## config.mk

```make
export PLATFORM = sky130hd
export DESIGN_NAME = lcdbpv_top
export DESIGN_NICKNAME = d
export VERILOG_FILES = /design/src/hw/lcdbpv_pattern_watch.v /design/src/hw/lcdbpv_top.v
export VERILOG_INCLUDE_DIRS = /design/src /design/src/hw
export SDC_FILE = /design/constraint.sdc
export NUM_CORES = 1
export LEC_CHECK = 0
export ABC_AREA = 1
export BUFFER_PORTS_ARGS = -buffer_cell sky130_fd_sc_hd__buf_2
export CAP_MARGIN = 20
export CORE_ASPECT_RATIO = 1.25
export CORE_UTILIZATION = 45
export CTS_CLUSTER_DIAMETER = 150
export CTS_CLUSTER_SIZE = 30
export DETAILED_ROUTE_END_ITERATION = 8
export PLACE_DENSITY = 0.73
export RECOVER_POWER = 50
export SLEW_MARGIN = 0
export SYNTH_ARGS = -nofsm -noshare
export SYNTH_HDL_FRONTEND = slang
export SYNTH_SLANG_ARGS = --single-unit
```

## constraint.sdc

```tcl
create_clock -name clk_sys -period 3.34 [get_ports clk_sys]
set_input_delay 0 -clock clk_sys [delete_from_list [all_inputs] [get_ports clk_sys]]
set_output_delay 0 -clock clk_sys [all_outputs]
set_load 0.01 [all_outputs]
```

## src/hw/lcdbpv_defs.vh

```
// Constants for the loop-code monitor and violation injector.
// Assumes a 10 MHz system clock and classic Wishbone register access.
`ifndef LCDBPV_DEFS_VH
`define LCDBPV_DEFS_VH

// Register byte offsets.
`define LCDBPV_REG_CTRL    8'h00
`define LCDBPV_REG_STATUS  8'h04
`define LCDBPV_REG_IRQ     8'h08
`define LCDBPV_REG_MASK    8'h0c

// Control register fields.
`define LCDBPV_CTRL_SEL_LO   0
`define LCDBPV_CTRL_SEL_HI   1
`define LCDBPV_CTRL_USE_REG  2
`define LCDBPV_CTRL_RESET    32'h00000000

// Interrupt status bit positions.
`define LCDBPV_IRQ_SEEN_RISE  0
`define LCDBPV_IRQ_SEEN_FALL  1
`define LCDBPV_IRQ_LOOP_ON    2
`define LCDBPV_IRQ_LOOP_OFF   3
`define LCDBPV_IRQ_WIDTH      4

// Mode select encodings.
`define LCDBPV_MODE_OFF   2'b00
`define LCDBPV_MODE_UP    2'b01
`define LCDBPV_MODE_DOWN  2'b10
`define LCDBPV_MODE_AUTO  2'b11

// Loop patterns, carried right-aligned in a 5-bit field.
`define LCDBPV_PAT_UP     5'h01
`define LCDBPV_PAT_UP_LEN 3'd5
`define LCDBPV_PAT_DN     5'h01
`define LCDBPV_PAT_DN_LEN 3'd3

// Persistence time and clock rate.
`define LCDBPV_HOLD_SEC   5
`define LCDBPV_CLK_HZ     10000000

`endif

```

## src/hw/lcdbpv_pattern_watch.v

```verilog
// Pattern persistence detector for one repeating loop code.
// Assumes rx_bit_en marks each receive bit, already in the clk_sys domain.
`timescale 1ns/100ps
`default_nettype none
`include "lcdbpv_defs.vh"

module lcdbpv_pattern_watch #(
  parameter HOLD_CYCLES = 50000000
) (
  // Clock and reset.
  input  wire       clk_sys,
  input  wire       rst,
  // Pattern selection and restart.
  input  wire [4:0] pattern,
  input  wire [2:0] pat_len,
  input  wire       restart,
  // Receive bit stream.
  input  wire       rx_bit_en,
  input  wire       rx_bit,
  // Result.
  output reg        present,
  output reg        held
);

  reg [4:0]  hist;
  reg [2:0]  fill;
  reg [2:0]  phase;
  reg [31:0] count;
  wire [4:0] len_mask = (5'h1f >> (3'd5 - pat_len));
  wire [4:0] next_hist = {hist[3:0], rx_bit};
  // Bits after phase 0 are matched against the bit one period back; at phase 0 the window must equal the code, not a rotation of it.
  wire [2:0] lag = pat_len;
  wire       rot_ok = (fill >= pat_len) &&
                      ((({hist[3:0], rx_bit} & len_mask) == pattern) || (phase != 3'd0) ||
                       1'b0);
  reg        ph_ok;

  // Phase tracking: the window must align with the code once per period.
  always @* begin
    ph_ok = 1'b0;
    if (phase == 3'd0) begin
      ph_ok = ((next_hist & len_mask) == pattern);
    end else begin
      ph_ok = (hist[lag-3'd1] == rx_bit) || 1'b0;
    end
  end

  // Tracks whether the code is currently present and for how long.
  always @(posedge clk_sys or posedge rst) begin
    if (rst) begin
      hist    <= 5'h00;
      fill    <= 3'd0;
      phase   <= 3'd0;
      count   <= 32'h00000000;
      present <= 1'b0;
      held    <= 1'b0;
    end else if (restart) begin
      fill    <= 3'd0;
      phase   <= 3'd0;
      count   <= 32'h00000000;
      present <= 1'b0;
      held    <= 1'b0;
    end else if (rx_bit_en) begin
      hist <= next_hist;
      if (fill != 3'd7) begin
        fill <= fill + 3'd1;
      end
      // The fill count saturates, so compare against len-1 rather than adding one to it.
      if (fill < pat_len - 3'd1) begin
        phase <= 3'd0;
      end else if (ph_ok && rot_ok) begin
        present <= 1'b1;
        phase   <= (phase == pat_len - 3'd1) ? 3'd0 : phase + 3'd1;
      end else if (present || fill >= pat_len - 3'd1) begin
        // A break in the code restarts the measurement.
        present <= 1'b0;
        held    <= 1'b0;
        count   <= 32'h00000000;
        phase   <= 3'd0;
      end
    end else if (present && !held) begin
      // Persistence beyond the hold time raises held.
      if (count >= HOLD_CYCLES - 1) begin
        held <= 1'b1;
      end else begin
        count <= count + 32'h00000001;
      end
    end
  end

endmodule
`default_nettype wire

```

## src/hw/lcdbpv_top.v

```verilog
// Loop-code monitor with automatic remote loop-back and violation injector.
// Assumes classic Wishbone slave access; pins and tx_clock arrive asynchronous.
`timescale 1ns/100ps
`default_nettype none
`include "lcdbpv_defs.vh"

module lcdbpv_top #(
  parameter HOLD_CYCLES = `LCDBPV_HOLD_SEC * `LCDBPV_CLK_HZ
) (
  // Clock and reset.
  input  wire        clk_sys,
  input  wire        rst,
  // Wishbone slave.
  input  wire        wb_cyc_i,
  input  wire        wb_stb_i,
  input  wire        wb_we_i,
  input  wire [7:0]  wb_adr_i,
  input  wire [3:0]  wb_sel_i,
  input  wire [31:0] wb_dat_i,
  output reg  [31:0] wb_dat_o,
  output reg         wb_ack_o,
  // Hardware-mode pins.
  input  wire        loop_watch_sel_hi,
  input  wire        loop_watch_sel_lo,
  input  wire        violation_inject_in,
  // Receive data, recovered bit with its clock.
  input  wire        rx_clock,
  input  wire        rx_data,
  // Transmit side.
  input  wire        tx_clock,
  input  wire        tx_qrss_on,
  input  wire        tx_single_rail,
  output reg         tx_violation,
  // Status outputs.
  output reg         loop_code_seen_out,
  output reg         remote_loopback,
  output wire        irq
);

  // Two-flop synchronisers; only stage two is read.
  reg [1:0] s_hi, s_lo, s_inj, s_rxc, s_rxd, s_txc;
  always @(posedge clk_sys or posedge rst) begin
    if (rst) begin
      s_hi  <= 2'b00;
      s_lo  <= 2'b00;
      s_inj <= 2'b00;
      s_rxc <= 2'b00;
      s_rxd <= 2'b00;
      s_txc <= 2'b00;
    end else begin
      s_hi  <= {s_hi[0], loop_watch_sel_hi};
      s_lo  <= {s_lo[0], loop_watch_sel_lo};
      s_inj <= {s_inj[0], violation_inject_in};
      s_rxc <= {s_rxc[0], rx_clock};
      s_rxd <= {s_rxd[0], rx_data};
      s_txc <= {s_txc[0], tx_clock};
    end
  end

  // Edge history of synchronised clocks and inject pin.
  reg rxc_d, txc_d, inj_samp;
  reg [31:0] ctrl;
  reg [`LCDBPV_IRQ_WIDTH-1:0] irq_stat, irq_mask;
  wire rx_bit_en = s_rxc[1] & ~rxc_d;
  wire tx_rise   = s_txc[1] & ~txc_d;

  // Mode comes from the pins unless software takes over.
  wire [1:0] mode = ctrl[`LCDBPV_CTRL_USE_REG] ?
                    {ctrl[`LCDBPV_CTRL_SEL_HI], ctrl[`LCDBPV_CTRL_SEL_LO]} : {s_hi[1], s_lo[1]};
  reg  [1:0] mode_d;
  wire mode_chg = (mode != mode_d);

  // Which code is watched: loop-down in manual down, or while looped back.
  wire watch_dn = (mode == `LCDBPV_MODE_DOWN) ||
                  ((mode == `LCDBPV_MODE_AUTO) && remote_loopback);
  reg  watch_dn_d;
  wire restart = mode_chg || (watch_dn != watch_dn_d) || (mode == `LCDBPV_MODE_OFF);
  wire present;
  wire held;

  lcdbpv_pattern_watch #(
    .HOLD_CYCLES (HOLD_CYCLES)
  ) u_watch (
    .clk_sys   (clk_sys),
    .rst       (rst),
    .pattern   (watch_dn ? `LCDBPV_PAT_DN : `LCDBPV_PAT_UP),
    .pat_len   (watch_dn ? `LCDBPV_PAT_DN_LEN : `LCDBPV_PAT_UP_LEN),
    .restart   (restart),
    .rx_bit_en (rx_bit_en),
    .rx_bit    (s_rxd[1]),
    .present   (present),
    .held      (held)
  );

  // Detect and loop-back control per mode.
  reg next_seen, next_loop;
  always @* begin
    next_seen = loop_code_seen_out;
    next_loop = remote_loopback;
    case (mode)
      `LCDBPV_MODE_UP, `LCDBPV_MODE_DOWN: begin
        next_loop = 1'b0;
        next_seen = held & present & ~restart;
      end
      `LCDBPV_MODE_AUTO: begin
        if (mode_chg) begin
          next_seen = 1'b0;
          next_loop = 1'b0;
        end else if (!remote_loopback && held && !watch_dn_d) begin
          next_seen = 1'b1;
          next_loop = 1'b1;
        end else if (remote_loopback && held && watch_dn_d) begin
          next_seen = 1'b0;
          next_loop = 1'b0;
        end else begin
          next_seen = remote_loopback;
        end
      end
      default: begin
        next_seen = 1'b0;
        next_loop = 1'b0;
      end
    endcase
  end

  // Status flops and event history.
  always @(posedge clk_sys or posedge rst) begin
    if (rst) begin
      mode_d             <= `LCDBPV_MODE_OFF;
      watch_dn_d         <= 1'b0;
      loop_code_seen_out <= 1'b0;
      remote_loopback    <= 1'b0;
      rxc_d              <= 1'b0;
      txc_d              <= 1'b0;
      inj_samp           <= 1'b0;
      tx_violation       <= 1'b0;
    end else begin
      mode_d             <= mode;
      watch_dn_d         <= watch_dn;
      loop_code_seen_out <= next_seen;
      remote_loopback    <= next_loop;
      rxc_d              <= s_rxc[1];
      txc_d              <= s_txc[1];
      tx_violation       <= 1'b0;
      if (tx_rise) begin
        // Inject pin sampled on each transmit clock rising edge.
        inj_samp <= s_inj[1];
        // One violation per 0-to-1 sample, only into QRSS or single-rail data.
        tx_violation <= s_inj[1] & ~inj_samp & (tx_qrss_on | tx_single_rail);
      end
    end
  end

  // Interrupt events from the detect and loop-back edges.
  wire [`LCDBPV_IRQ_WIDTH-1:0] events;
  assign events[`LCDBPV_IRQ_SEEN_RISE] = next_seen & ~loop_code_seen_out;
  assign events[`LCDBPV_IRQ_SEEN_FALL] = ~next_seen & loop_code_seen_out;
  assign events[`LCDBPV_IRQ_LOOP_ON]   = next_loop & ~remote_loopback;
  assign events[`LCDBPV_IRQ_LOOP_OFF]  = ~next_loop & remote_loopback;
  assign irq = |(irq_stat & irq_mask);

  // Wishbone slave: one wait state, ack for one cycle; sticky bits clear on read, set wins.
  wire req = wb_cyc_i & wb_stb_i & ~wb_ack_o;
  wire rd_irq = req & ~wb_we_i & (wb_adr_i == `LCDBPV_REG_IRQ);
  always @(posedge clk_sys or posedge rst) begin
    if (rst) begin
      wb_ack_o <= 1'b0;
      wb_dat_o <= 32'h00000000;
      ctrl     <= `LCDBPV_CTRL_RESET;
      irq_mask <= {`LCDBPV_IRQ_WIDTH{1'b0}};
      irq_stat <= {`LCDBPV_IRQ_WIDTH{1'b0}};
    end else begin
      wb_ack_o <= req;
      irq_stat <= (rd_irq ? {`LCDBPV_IRQ_WIDTH{1'b0}} : irq_stat) | events;
      if (req) begin
        wb_dat_o <= 32'h00000000;
        case (wb_adr_i)
          `LCDBPV_REG_CTRL: begin
            wb_dat_o <= {29'h0, ctrl[2:0]};
            if (wb_we_i && wb_sel_i[0]) begin
              ctrl <= {29'h0, wb_dat_i[2:0]};
            end
          end
          `LCDBPV_REG_STATUS: begin
            wb_dat_o <= {26'h0, mode, held, present, remote_loopback, loop_code_seen_out};
          end
          `LCDBPV_REG_IRQ: begin
            wb_dat_o <= {28'h0, irq_stat};
          end
          `LCDBPV_REG_MASK: begin
            wb_dat_o <= {28'h0, irq_mask};
            if (wb_we_i && wb_sel_i[0]) begin
              irq_mask <= wb_dat_i[`LCDBPV_IRQ_WIDTH-1:0];
            end
          end
          default: begin
            wb_dat_o <= 32'h00000000;
          end
        endcase
      end
    end
  end

endmodule
`default_nettype wire

```

==> results of run 1 <==
[routing by layer]
metal  vias to the layer above  GRT usage, %  part of all wire [%]
li1                       2217             -                     -
met1                      2089          25.0                    42
met2                       118          38.0                    51
met3                        31          3.77                   4.2
met4                         0          10.5                   3.3
met5                         -             0                     0
[Yosys cell counts, types with 3 or more instances]
master	n
sky130_fd_sc_hd__nor2_8	3
sky130_fd_sc_hd__clkbuf_1	6
sky130_fd_sc_hd__ha_1	10
sky130_fd_sc_hd__nand3_1	49
sky130_fd_sc_hd__or2_2	3
sky130_fd_sc_hd__nand4_1	35
sky130_fd_sc_hd__xor2_1	4
sky130_fd_sc_hd__nand2_2	4
sky130_fd_sc_hd__inv_1	73
sky130_fd_sc_hd__nor3_1	11
sky130_fd_sc_hd__a21oi_1	6
sky130_fd_sc_hd__buf_2	6
sky130_fd_sc_hd__inv_2	6
sky130_fd_sc_hd__o21ai_0	34
sky130_fd_sc_hd__nand2_1	209
sky130_fd_sc_hd__buf_4	26
sky130_fd_sc_hd__o21bai_1	4
sky130_fd_sc_hd__dfrtp_1	84
sky130_fd_sc_hd__nor2_1	81
[repair_timing]
action	in CTS	in global routing
hold endpoints to repair	43	0
hold buffers	15	0
buffers inserted	0	0
[report_power, final]
part,internal (mW),switching [mW]
sequential,1.05,0.0187
combinational,0.0617,0.131
clock,0.591,0.446
[worst min-delay path, stage by stage]
cell and delay (ns):
sky130_fd_sc_hd__buf_2 0.09, sky130_fd_sc_hd__nor2_1 0.04, sky130_fd_sc_hd__nand2_1 0.11, sky130_fd_sc_hd__nand2_1 0.06, sky130_fd_sc_hd__nand2_1 0.05
[state kept, by name, indices dropped and copies added (netlist names), 3 cells and up]
| signal | flops |
|---|---|
| irq_stat | 4 |
| ctrl | 3 |
| irq_mask | 4 |
| u_watch.count | 32 |
| u_watch.hist | 5 |
| u_watch.phase | 3 |
| u_watch.fill | 3 |
| wb_dat_o | 6 |
[layout make-up]
class,instances,share of cell area [%]
timing repair buffer,58,6.47
sequential,84,37.3
multi-input combinational,499,42.5
clock buffer,9,4.00
inverter,79,5.29
tap,132,2.93
clock inverter,7,1.47
[cell families (layout without fill, tap and decap cells)]
| group | Yosys count | after routing | synth area share, % |
|---|---|---|---|
| AND/OR/NAND/NOR | 404 | 404 | 36.4 |
| adder cells (fa/ha/maj) | 10 | 10 | 2.52 |
| other | 1 | 26 | 0.0755 |
| AO/OA/AOI/OAI | 52 | 52 | 5.97 |
| XOR/XNOR | 6 | 6 | 1.06 |
| multiplexers | 1 | 1 | 0.227 |
| buffers and inverters | 119 | 153 | 11.4 |
| flip-flops | 84 | 84 | 42.3 |
[stage by stage]
| step | total power [mW] | hold WS (ns) | utilization, % | cell area [um^2] |
|---|---|---|---|---|
| 3_3_place_gp | 1.26 | 0.0314 | 48.6 | 5190 |
| 3_5_place_dp | 1.26 | 0.0429 | 48.6 | 5190 |
| 6_report | 2.29 | 0.0488 | 52.8 | 5630 |
| 5_1_grt | 2.38 | 0.0876 | 52.8 | 5630 |
| 4_1_cts | 2.31 | 0.0436 | 52.9 | 5650 |
| 2_1_floorplan | 1.23 | 0.0314 | - | 5060 |
[cells in the final DEF, fill, tap and decap left out, drive strengths merged, types with 21 or more instances in the layout]
cell type,instances
dfrtp,84
nand3,51
inv,81
nand4,36
buf,31
nand2,215
clkbuf,21
conb,26
nor2,86
o21ai,35
[how the worst min path moves through the flow]
stage	from	end
finish	wb_we_i	irq_stat[1]
global route	wb_we_i	irq_stat[1]
CTS	wb_we_i	irq_stat[0]
detailed placement	rst	s_txc[0]
global placement	rst	s_txc[0]
floorplan	loop_watch_sel_hi	s_hi[0]
==> parameters.txt, run 1 <==
Parameter                              Value

Run status
  Run status    completed

Timing
  Setup repair after global routing missed its margin    false
  Final worst path period need    3.04 ns
  Worst-case headroom to the max-slew limit    14.8%
  Worst clock skew on the final layout    0.00543 ns
  Highest clock rate    329 MHz
  Final count of pins violating max slew    0
  Final-layout setup total negative slack    0 ns
  Measured slew at the worst slew-check pin    1.27 ns
  Worst Slack Setup Final    0.302 ns
  Portion of the clock cycle consumed by the worst path in the final layout    91.0%
  Hold Vio Cnt, Final    0
  Final setup violation count    0

Power and ir drop
  Leak    2.75 nW
  Power density over cell area    408 nW/um^2
  Worst ir drop on vdd    0.000267 V

Clock network
  Root buf cell    sky130_fd_sc_hd__clkbuf_16
  Max H-tree Level    3
  Clock slew at the register clock pins of the worst setup and hold paths    0.07 ns
  # resized after CTS    0
  CTS tree    yes
  Clock buffers created by TritonCTS    9
  Clock latency at the later pin of the worst-skew pair    0.35 ns
  Longest Clk Path Bufs    2
  Number of sinks on the clock net    84

Routing
  Initial DRC count    233
  Total Routed Length    11300 um
  Vias    4455
  DRC viols    0
  Vias per Instance    5.13
  Wire per inst    13.0 um
  Remaining number of nets flagged by the antenna check after routing    0
  DR pass1 iterations    5

Floorplan
  Initial cell density of the core    46.6%
  Die footprint    11500 um^2
  DIE WIDTH    96.0 um
  I/O pin count    94
  Number of core rows    42
  Core region area    10700 um^2
  Die Y    119 um

Worst setup path
  Critical path fanouts, max    27
  Capturing point of the worst reg2reg path    u_watch.count[31]
  Crit Reg-Reg Startpoint    ctrl[2]
  First element of the critical path    ctrl[2]
  Critical path's largest stage delay    0.45 ns
  Timing endpoint of the critical path    u_watch.count[31]
  Crit path buf inv count    5
  Worst setup slack for register-to-register paths    0.30 ns
  Worst path cell trace    inv_2 > nand2_1 > nand2_1 > inv_1 > ha_1 > nand2_2 > nand2_1 > ha_1 > nand3_1 > nand2_1 > nor2_1 > inv_1 > nand2_1 > inv_2 > nand2_1 > nor2_8 > nor2_8 > nand3_4 > inv_2 > nor2_1
  Total number of cells along the worst setup path    20
  CP Capture Type    register
  Cell family contributing the most delay on the critical path    simple AND/OR/NAND/NOR gates
  Standard cell with the maximum stage delay on the critical path    sky130_fd_sc_hd__dfrtp_1
  Cells on worst reg2reg path    20
  Required time of the critical path    3.58 ns
  Dominant cell type by count on the critical path    sky130_fd_sc_hd__nand2_1
  Worst Path Arrival    3.27 ns
  Crit Path Class    reg -> reg
  Critical Path Source Type    register

Worst hold path
  Hold-critical path depth    5
  Path class of the lowest-slack min-delay path    in -> reg

Placement
  Detail Placement HPWL    7950 um
  Post-Place Setup Slack    0.330 ns
  Number of placed instances, taps included    837
  Quantity of I/O buffers inserted on ports    36
  Placer's final routability congestion estimate    0.930

Global routing
  First-pass GRT wire length    19200 um
  Vias in the first global route    4392
  GR Util All Layers    21.7%
  Largest net degree at the start of global routing    36
  Antenna violations before repair    0
  Overflow left after global routing    0

Synthesis
  Number of distinct library cells after synthesis    35
  Synthesized instance count    677
  Number of synthesis warnings    0
  Synth Area per Inst    7.34 um^2
  Flip-flop and latch count after synthesis    84
  Fraction of registers with async set/reset    100%
  Primary flip-flop cell chosen by synthesis mapping    sky130_fd_sc_hd__dfrtp_1
  Area share of the largest cell type after synthesis    42.3%
  Sequential fraction of the synthesis area    42.3%
  Number of synthesized flops with an enable pin    0
  Cell taking the most area after synthesis    sky130_fd_sc_hd__dfrtp_1
  Synthesized cell area    4970 um^2
  Largest cells by area after synthesis    sky130_fd_sc_hd__dfrtp_1, sky130_fd_sc_hd__nand2_1, sky130_fd_sc_hd__nor2_1, sky130_fd_sc_hd__inv_1, sky130_fd_sc_hd__nand3_1

Cells and area
  Sequential cell area    2100 um^2
  Nets    798
  Number of fillers in the final layout    1039
  Final cell count without fillers    868
  ANT cells    0
  Multi-input combinational cell area    2390 um^2
  Post-synthesis to final-layout area growth    13.3%
  Fraction of final layout cells with drive strength greater than 1    10.1%

Job
  Reported max-cap violation count    0
(Power assumes the default switching activity.)
==> run 2: changes to the inputs <==
ABC_AREA = not set   (was 1)
PLACE_DENSITY = 0.74   (was 0.73)
==> parameters.txt, run 2 <==
Parameter                              Value

Cells and area
  Commonest non-fill, non-tap cell in the layout    sky130_fd_sc_hd__dfrtp_1
  Leading cell types in the layout, fill and taps excluded    sky130_fd_sc_hd__dfrtp_1, sky130_fd_sc_hd__nand2_1, sky130_fd_sc_hd__nor2_1
  Largest registers    u_watch.count: 32 flops, wb_dat_o: 6 flops, u_watch.hist: 5 flops
  Reg with most FFs    u_watch.count
  Largest register FFs    32 (unchanged)
  Core utilization of the finished layout    55.9% (+3.2 points)
  ANT cells    0 (unchanged)
  Fraction of final layout cells with drive strength greater than 1    22.8% (+13 points)
  Final cell count without fillers    606 (-30%)
  Post-synthesis to final-layout area growth    20.4%
  Nets    545 (-32%)

Routing
  DR pass1 iterations    4 (-1)
  Wire per inst    14.2 um (+9.3%)
  DRC viols    0 (unchanged)
  Remaining number of nets flagged by the antenna check after routing    0 (unchanged)
  Vias    3185 (-29%)
  Total Routed Length    8630 um (-24%)
  Initial DRC count    160 (-31%)
  Vias per Instance    5.26 (+2.4%)

Worst hold path
  Path class of the lowest-slack min-delay path    in -> reg
  Hold-critical path depth    4 (-1)

Global routing
  Global-route track usage on met1    21.3% (-3.6 points)
  First-pass GRT wire length    14100 um (-27%)
  Largest net degree at the start of global routing    64 (+78%)
  Met2 layer usage reported by global route    32.2% (-5.9 points)
  Layer with the highest usage after global routing    met2
  Antenna violations before repair    0 (unchanged)
  Vias in the first global route    3188 (-27%)
  GR Util All Layers    18.5% (-3.2 points)
  GR Layer Usage met3    3.35% (-0.42 points)
  Overflow left after global routing    0 (unchanged)

Floorplan
  Die footprint    9870 um^2 (-14%)
  I/O pin count    94 (unchanged)
  Core region area    9170 um^2 (-14%)
  DIE WIDTH    89.0 um (-7.2%)
  Die Y    111 um (-7.2%)
  Number of core rows    39 (-7.1%)
  Initial cell density of the core    46.5% (-0.098 points)

Timing
  Final setup violation count    0 (unchanged)
  Portion of the clock cycle consumed by the worst path in the final layout    96.1% (+5.1 points)
  Hold Vio Cnt, Final    0 (unchanged)
  Worst Slack Setup Final    0.130 ns (-0.172 ns)
  Worst clock skew on the final layout    0.0111 ns (+0.00566 ns)
  Worst-case headroom to the max-slew limit    -12.2% (-27 points)
  Measured slew at the worst slew-check pin    1.68 ns (+0.411 ns)
  Highest clock rate    312 MHz (-5.4%)
  Worst hold-check slack    0.0133 ns (-0.0356 ns)
  Final count of pins violating max slew    33 (+33)
  Final worst path period need    3.21 ns (+0.172 ns)

Clock network
  CTS tree    yes
  Longest Clk Path Bufs    2 (unchanged)
  Root buf cell    sky130_fd_sc_hd__clkbuf_16
  Clock latency at the later pin of the worst-skew pair    0.34 ns (about the same)
  Number of sinks on the clock net    84 (unchanged)
  Clock buffers created by TritonCTS    9 (unchanged)
  Clock slew at the register clock pins of the worst setup and hold paths    0.06 ns (about the same)
  Max H-tree Level    3 (unchanged)

Placement
  Number of placed instances, taps included    571 (-32%)
  Post-Place Setup Slack    -0.0495 ns (-0.380 ns)
  Detail Placement HPWL    5830 um (-27%)
  Quantity of I/O buffers inserted on ports    36 (unchanged)
  Placer's final routability congestion estimate    0.825 (-11%)

Power and ir drop
  Power density over cell area    454 nW/um^2 (+11%)
  Worst ir drop on vdd    0.000269 V (+0.54%)
  Leak    2.24 nW (-18%)
  Sum of internal, switching and leakage power    2.33 mW (+1.5%)

Worst setup path
  Critical Path Source Type    register
  Crit path buf inv count    4 (-1)
  Standard cell with the maximum stage delay on the critical path    sky130_fd_sc_hd__or4_4
  Cell family contributing the most delay on the critical path    compound AO/OA/AOI/OAI gates
  Cells on worst reg2reg path    14 (-30%)
  Crit Path Class    reg -> reg
  Critical path's largest stage delay    0.45 ns (about the same)
  Worst path cell trace    mux2i_2 > inv_1 > ha_2 > a21oi_2 > inv_2 > ha_4 > a211oi_2 > nor4_1 > buf_4 > o31ai_4 > buf_6 > o211ai_4 > or4_4 > a21oi_2
  CP Capture Type    register
  Worst Path Arrival    3.47 ns (+0.20 ns)
  Total number of cells along the worst setup path    14 (-30%)
  Required time of the critical path    3.60 ns (+0.02 ns)
  Critical path fanouts, max    7 (-74%)
  Dominant cell type by count on the critical path    sky130_fd_sc_hd__a21oi_2

Synthesis
  Area share of the largest cell type after synthesis    49.3% (+7.0 points)
  Number of synthesis warnings    0 (unchanged)
  Synth Area per Inst    10.5 um^2 (+43%)
  Library cell with the highest instance count after synthesis    sky130_fd_sc_hd__dfrtp_1
  Number of distinct library cells after synthesis    57 (+63%)
  Fraction of registers with async set/reset    100% (unchanged)
  Synthesized cell area    4260 um^2 (-14%)
  Number of synthesized flops with an enable pin    0 (unchanged)
  Sequential fraction of the synthesis area    49.3% (+7.0 points)
  Flip-flop and latch count after synthesis    84 (unchanged)
  Cell taking the most area after synthesis    sky130_fd_sc_hd__dfrtp_1
  Largest cells by area after synthesis    sky130_fd_sc_hd__dfrtp_1, sky130_fd_sc_hd__buf_4, sky130_fd_sc_hd__mux2_2, sky130_fd_sc_hd__nand2_1, sky130_fd_sc_hd__ha_1
  List of most frequent post-synthesis cells    sky130_fd_sc_hd__dfrtp_1, sky130_fd_sc_hd__nand2_1, sky130_fd_sc_hd__buf_4, sky130_fd_sc_hd__nor2_1, sky130_fd_sc_hd__inv_1
  Primary flip-flop cell chosen by synthesis mapping    sky130_fd_sc_hd__dfrtp_1
  Synthesized instance count    407 (-40%)

Job
  Reported max-cap violation count    1 (+1)

Run status
  Run status    finished, violations left
  Failing checks    capacitance limit, slew limit
run 2: cell count changes after synthesis, moves of 8 or more:
cell | previous run | this run
sky130_fd_sc_hd__nand4_1 | 35 | 6
sky130_fd_sc_hd__or3_1 | 0 | 8
sky130_fd_sc_hd__mux2_2 | 1 | 15
sky130_fd_sc_hd__a21oi_1 | 6 | 16
sky130_fd_sc_hd__o21ai_0 | 34 | 18
sky130_fd_sc_hd__nand2_1 | 209 | 39
sky130_fd_sc_hd__nand3_1 | 49 | 6
sky130_fd_sc_hd__nor2_1 | 81 | 27
sky130_fd_sc_hd__inv_1 | 73 | 22
run 2: final cells by class:
| class | instances | area (um^2) |
|---|---|---|
| tap | 123 | 154 |
| clock buffer | 10 | 229 |
| inverter | 22 | 83.8 |
| multi-input combinational | 290 | 2000 |
| fill | 777 | 4040 |
| timing repair buffer | 71 | 463 |
| clock inverter | 6 | 96.3 |
| sequential | 84 | 2100 |
run 2: worst register-to-register path, stage by stage, from the launching register on:
cell and delay, ns:
sky130_fd_sc_hd__dfrtp_1 0.42, sky130_fd_sc_hd__mux2i_2 0.26, sky130_fd_sc_hd__inv_1 0.09, sky130_fd_sc_hd__ha_2 0.21
sky130_fd_sc_hd__a21oi_2 0.18, sky130_fd_sc_hd__inv_2 0.09, sky130_fd_sc_hd__ha_4 0.23, sky130_fd_sc_hd__a211oi_2 0.19
sky130_fd_sc_hd__nor4_1 0.07, sky130_fd_sc_hd__buf_4 0.15, sky130_fd_sc_hd__o31ai_4 0.33, sky130_fd_sc_hd__buf_6 0.19
sky130_fd_sc_hd__o211ai_4 0.14, sky130_fd_sc_hd__or4_4 0.45, sky130_fd_sc_hd__a21oi_2 0.15
run 2: power breakdown:
group / switching (mW) / internal (mW)
Combinational: 0.107 / 0.0755
Clock: 0.414 / 0.664
Sequential: 0.0206 / 1.05
run 2: logic make-up after synthesis:
logic type | count (synthesis) | synth area share [%]
other cells | 1 | 0.0880
simple gates | 137 | 17.2
buf+inv | 59 | 7.87
fa+ha+maj | 10 | 2.94
xor+xnor | 11 | 2.26
flops | 84 | 49.3
compound gates | 84 | 14.8
mux | 21 | 5.55
run 2: path summary, 6_finish.rpt:
kind	from	endpoint	slack, ns
worst max-delay path	ctrl[2]	u_watch.count[23]	0.13
worst min-delay path	wb_adr_i[1]	wb_dat_o[0]	0.01
worst max register to register	ctrl[2]	u_watch.count[23]	0.13
worst min register to register	s_rxd[0]	s_rxd[1]	0.35
max in group asynchronous	rst	u_watch.count[4]	0.73
min in group asynchronous	rst	s_lo[1]	0.50
run 2: per-stage QoR:
stage,instance area (um^2),setup TNS (ns)
after floorplan,4360,0
after global placement,4570,0
after detailed placement,4570,-0.0902
after CTS,5030,0
after global routing,5130,-0.00670
final,5130,0
run 2: timing repair:
action | 4_1_cts | 5_1_grt
gates cloned | 0 | 1
pin swaps | 2 | 4
hold endpoints to repair | 76 | 0
setup buffers | 1 | 3
hold buffers | 13 | 0
resized for setup | 1 | 14
setup endpoints to repair | 5 | 23
run 2: metal layers:
layer	wire length [um]	vias up
met1	3690	1577
met3	223	13
li1	-	1532
met4	167	0
met2	4550	63
met5	0	-
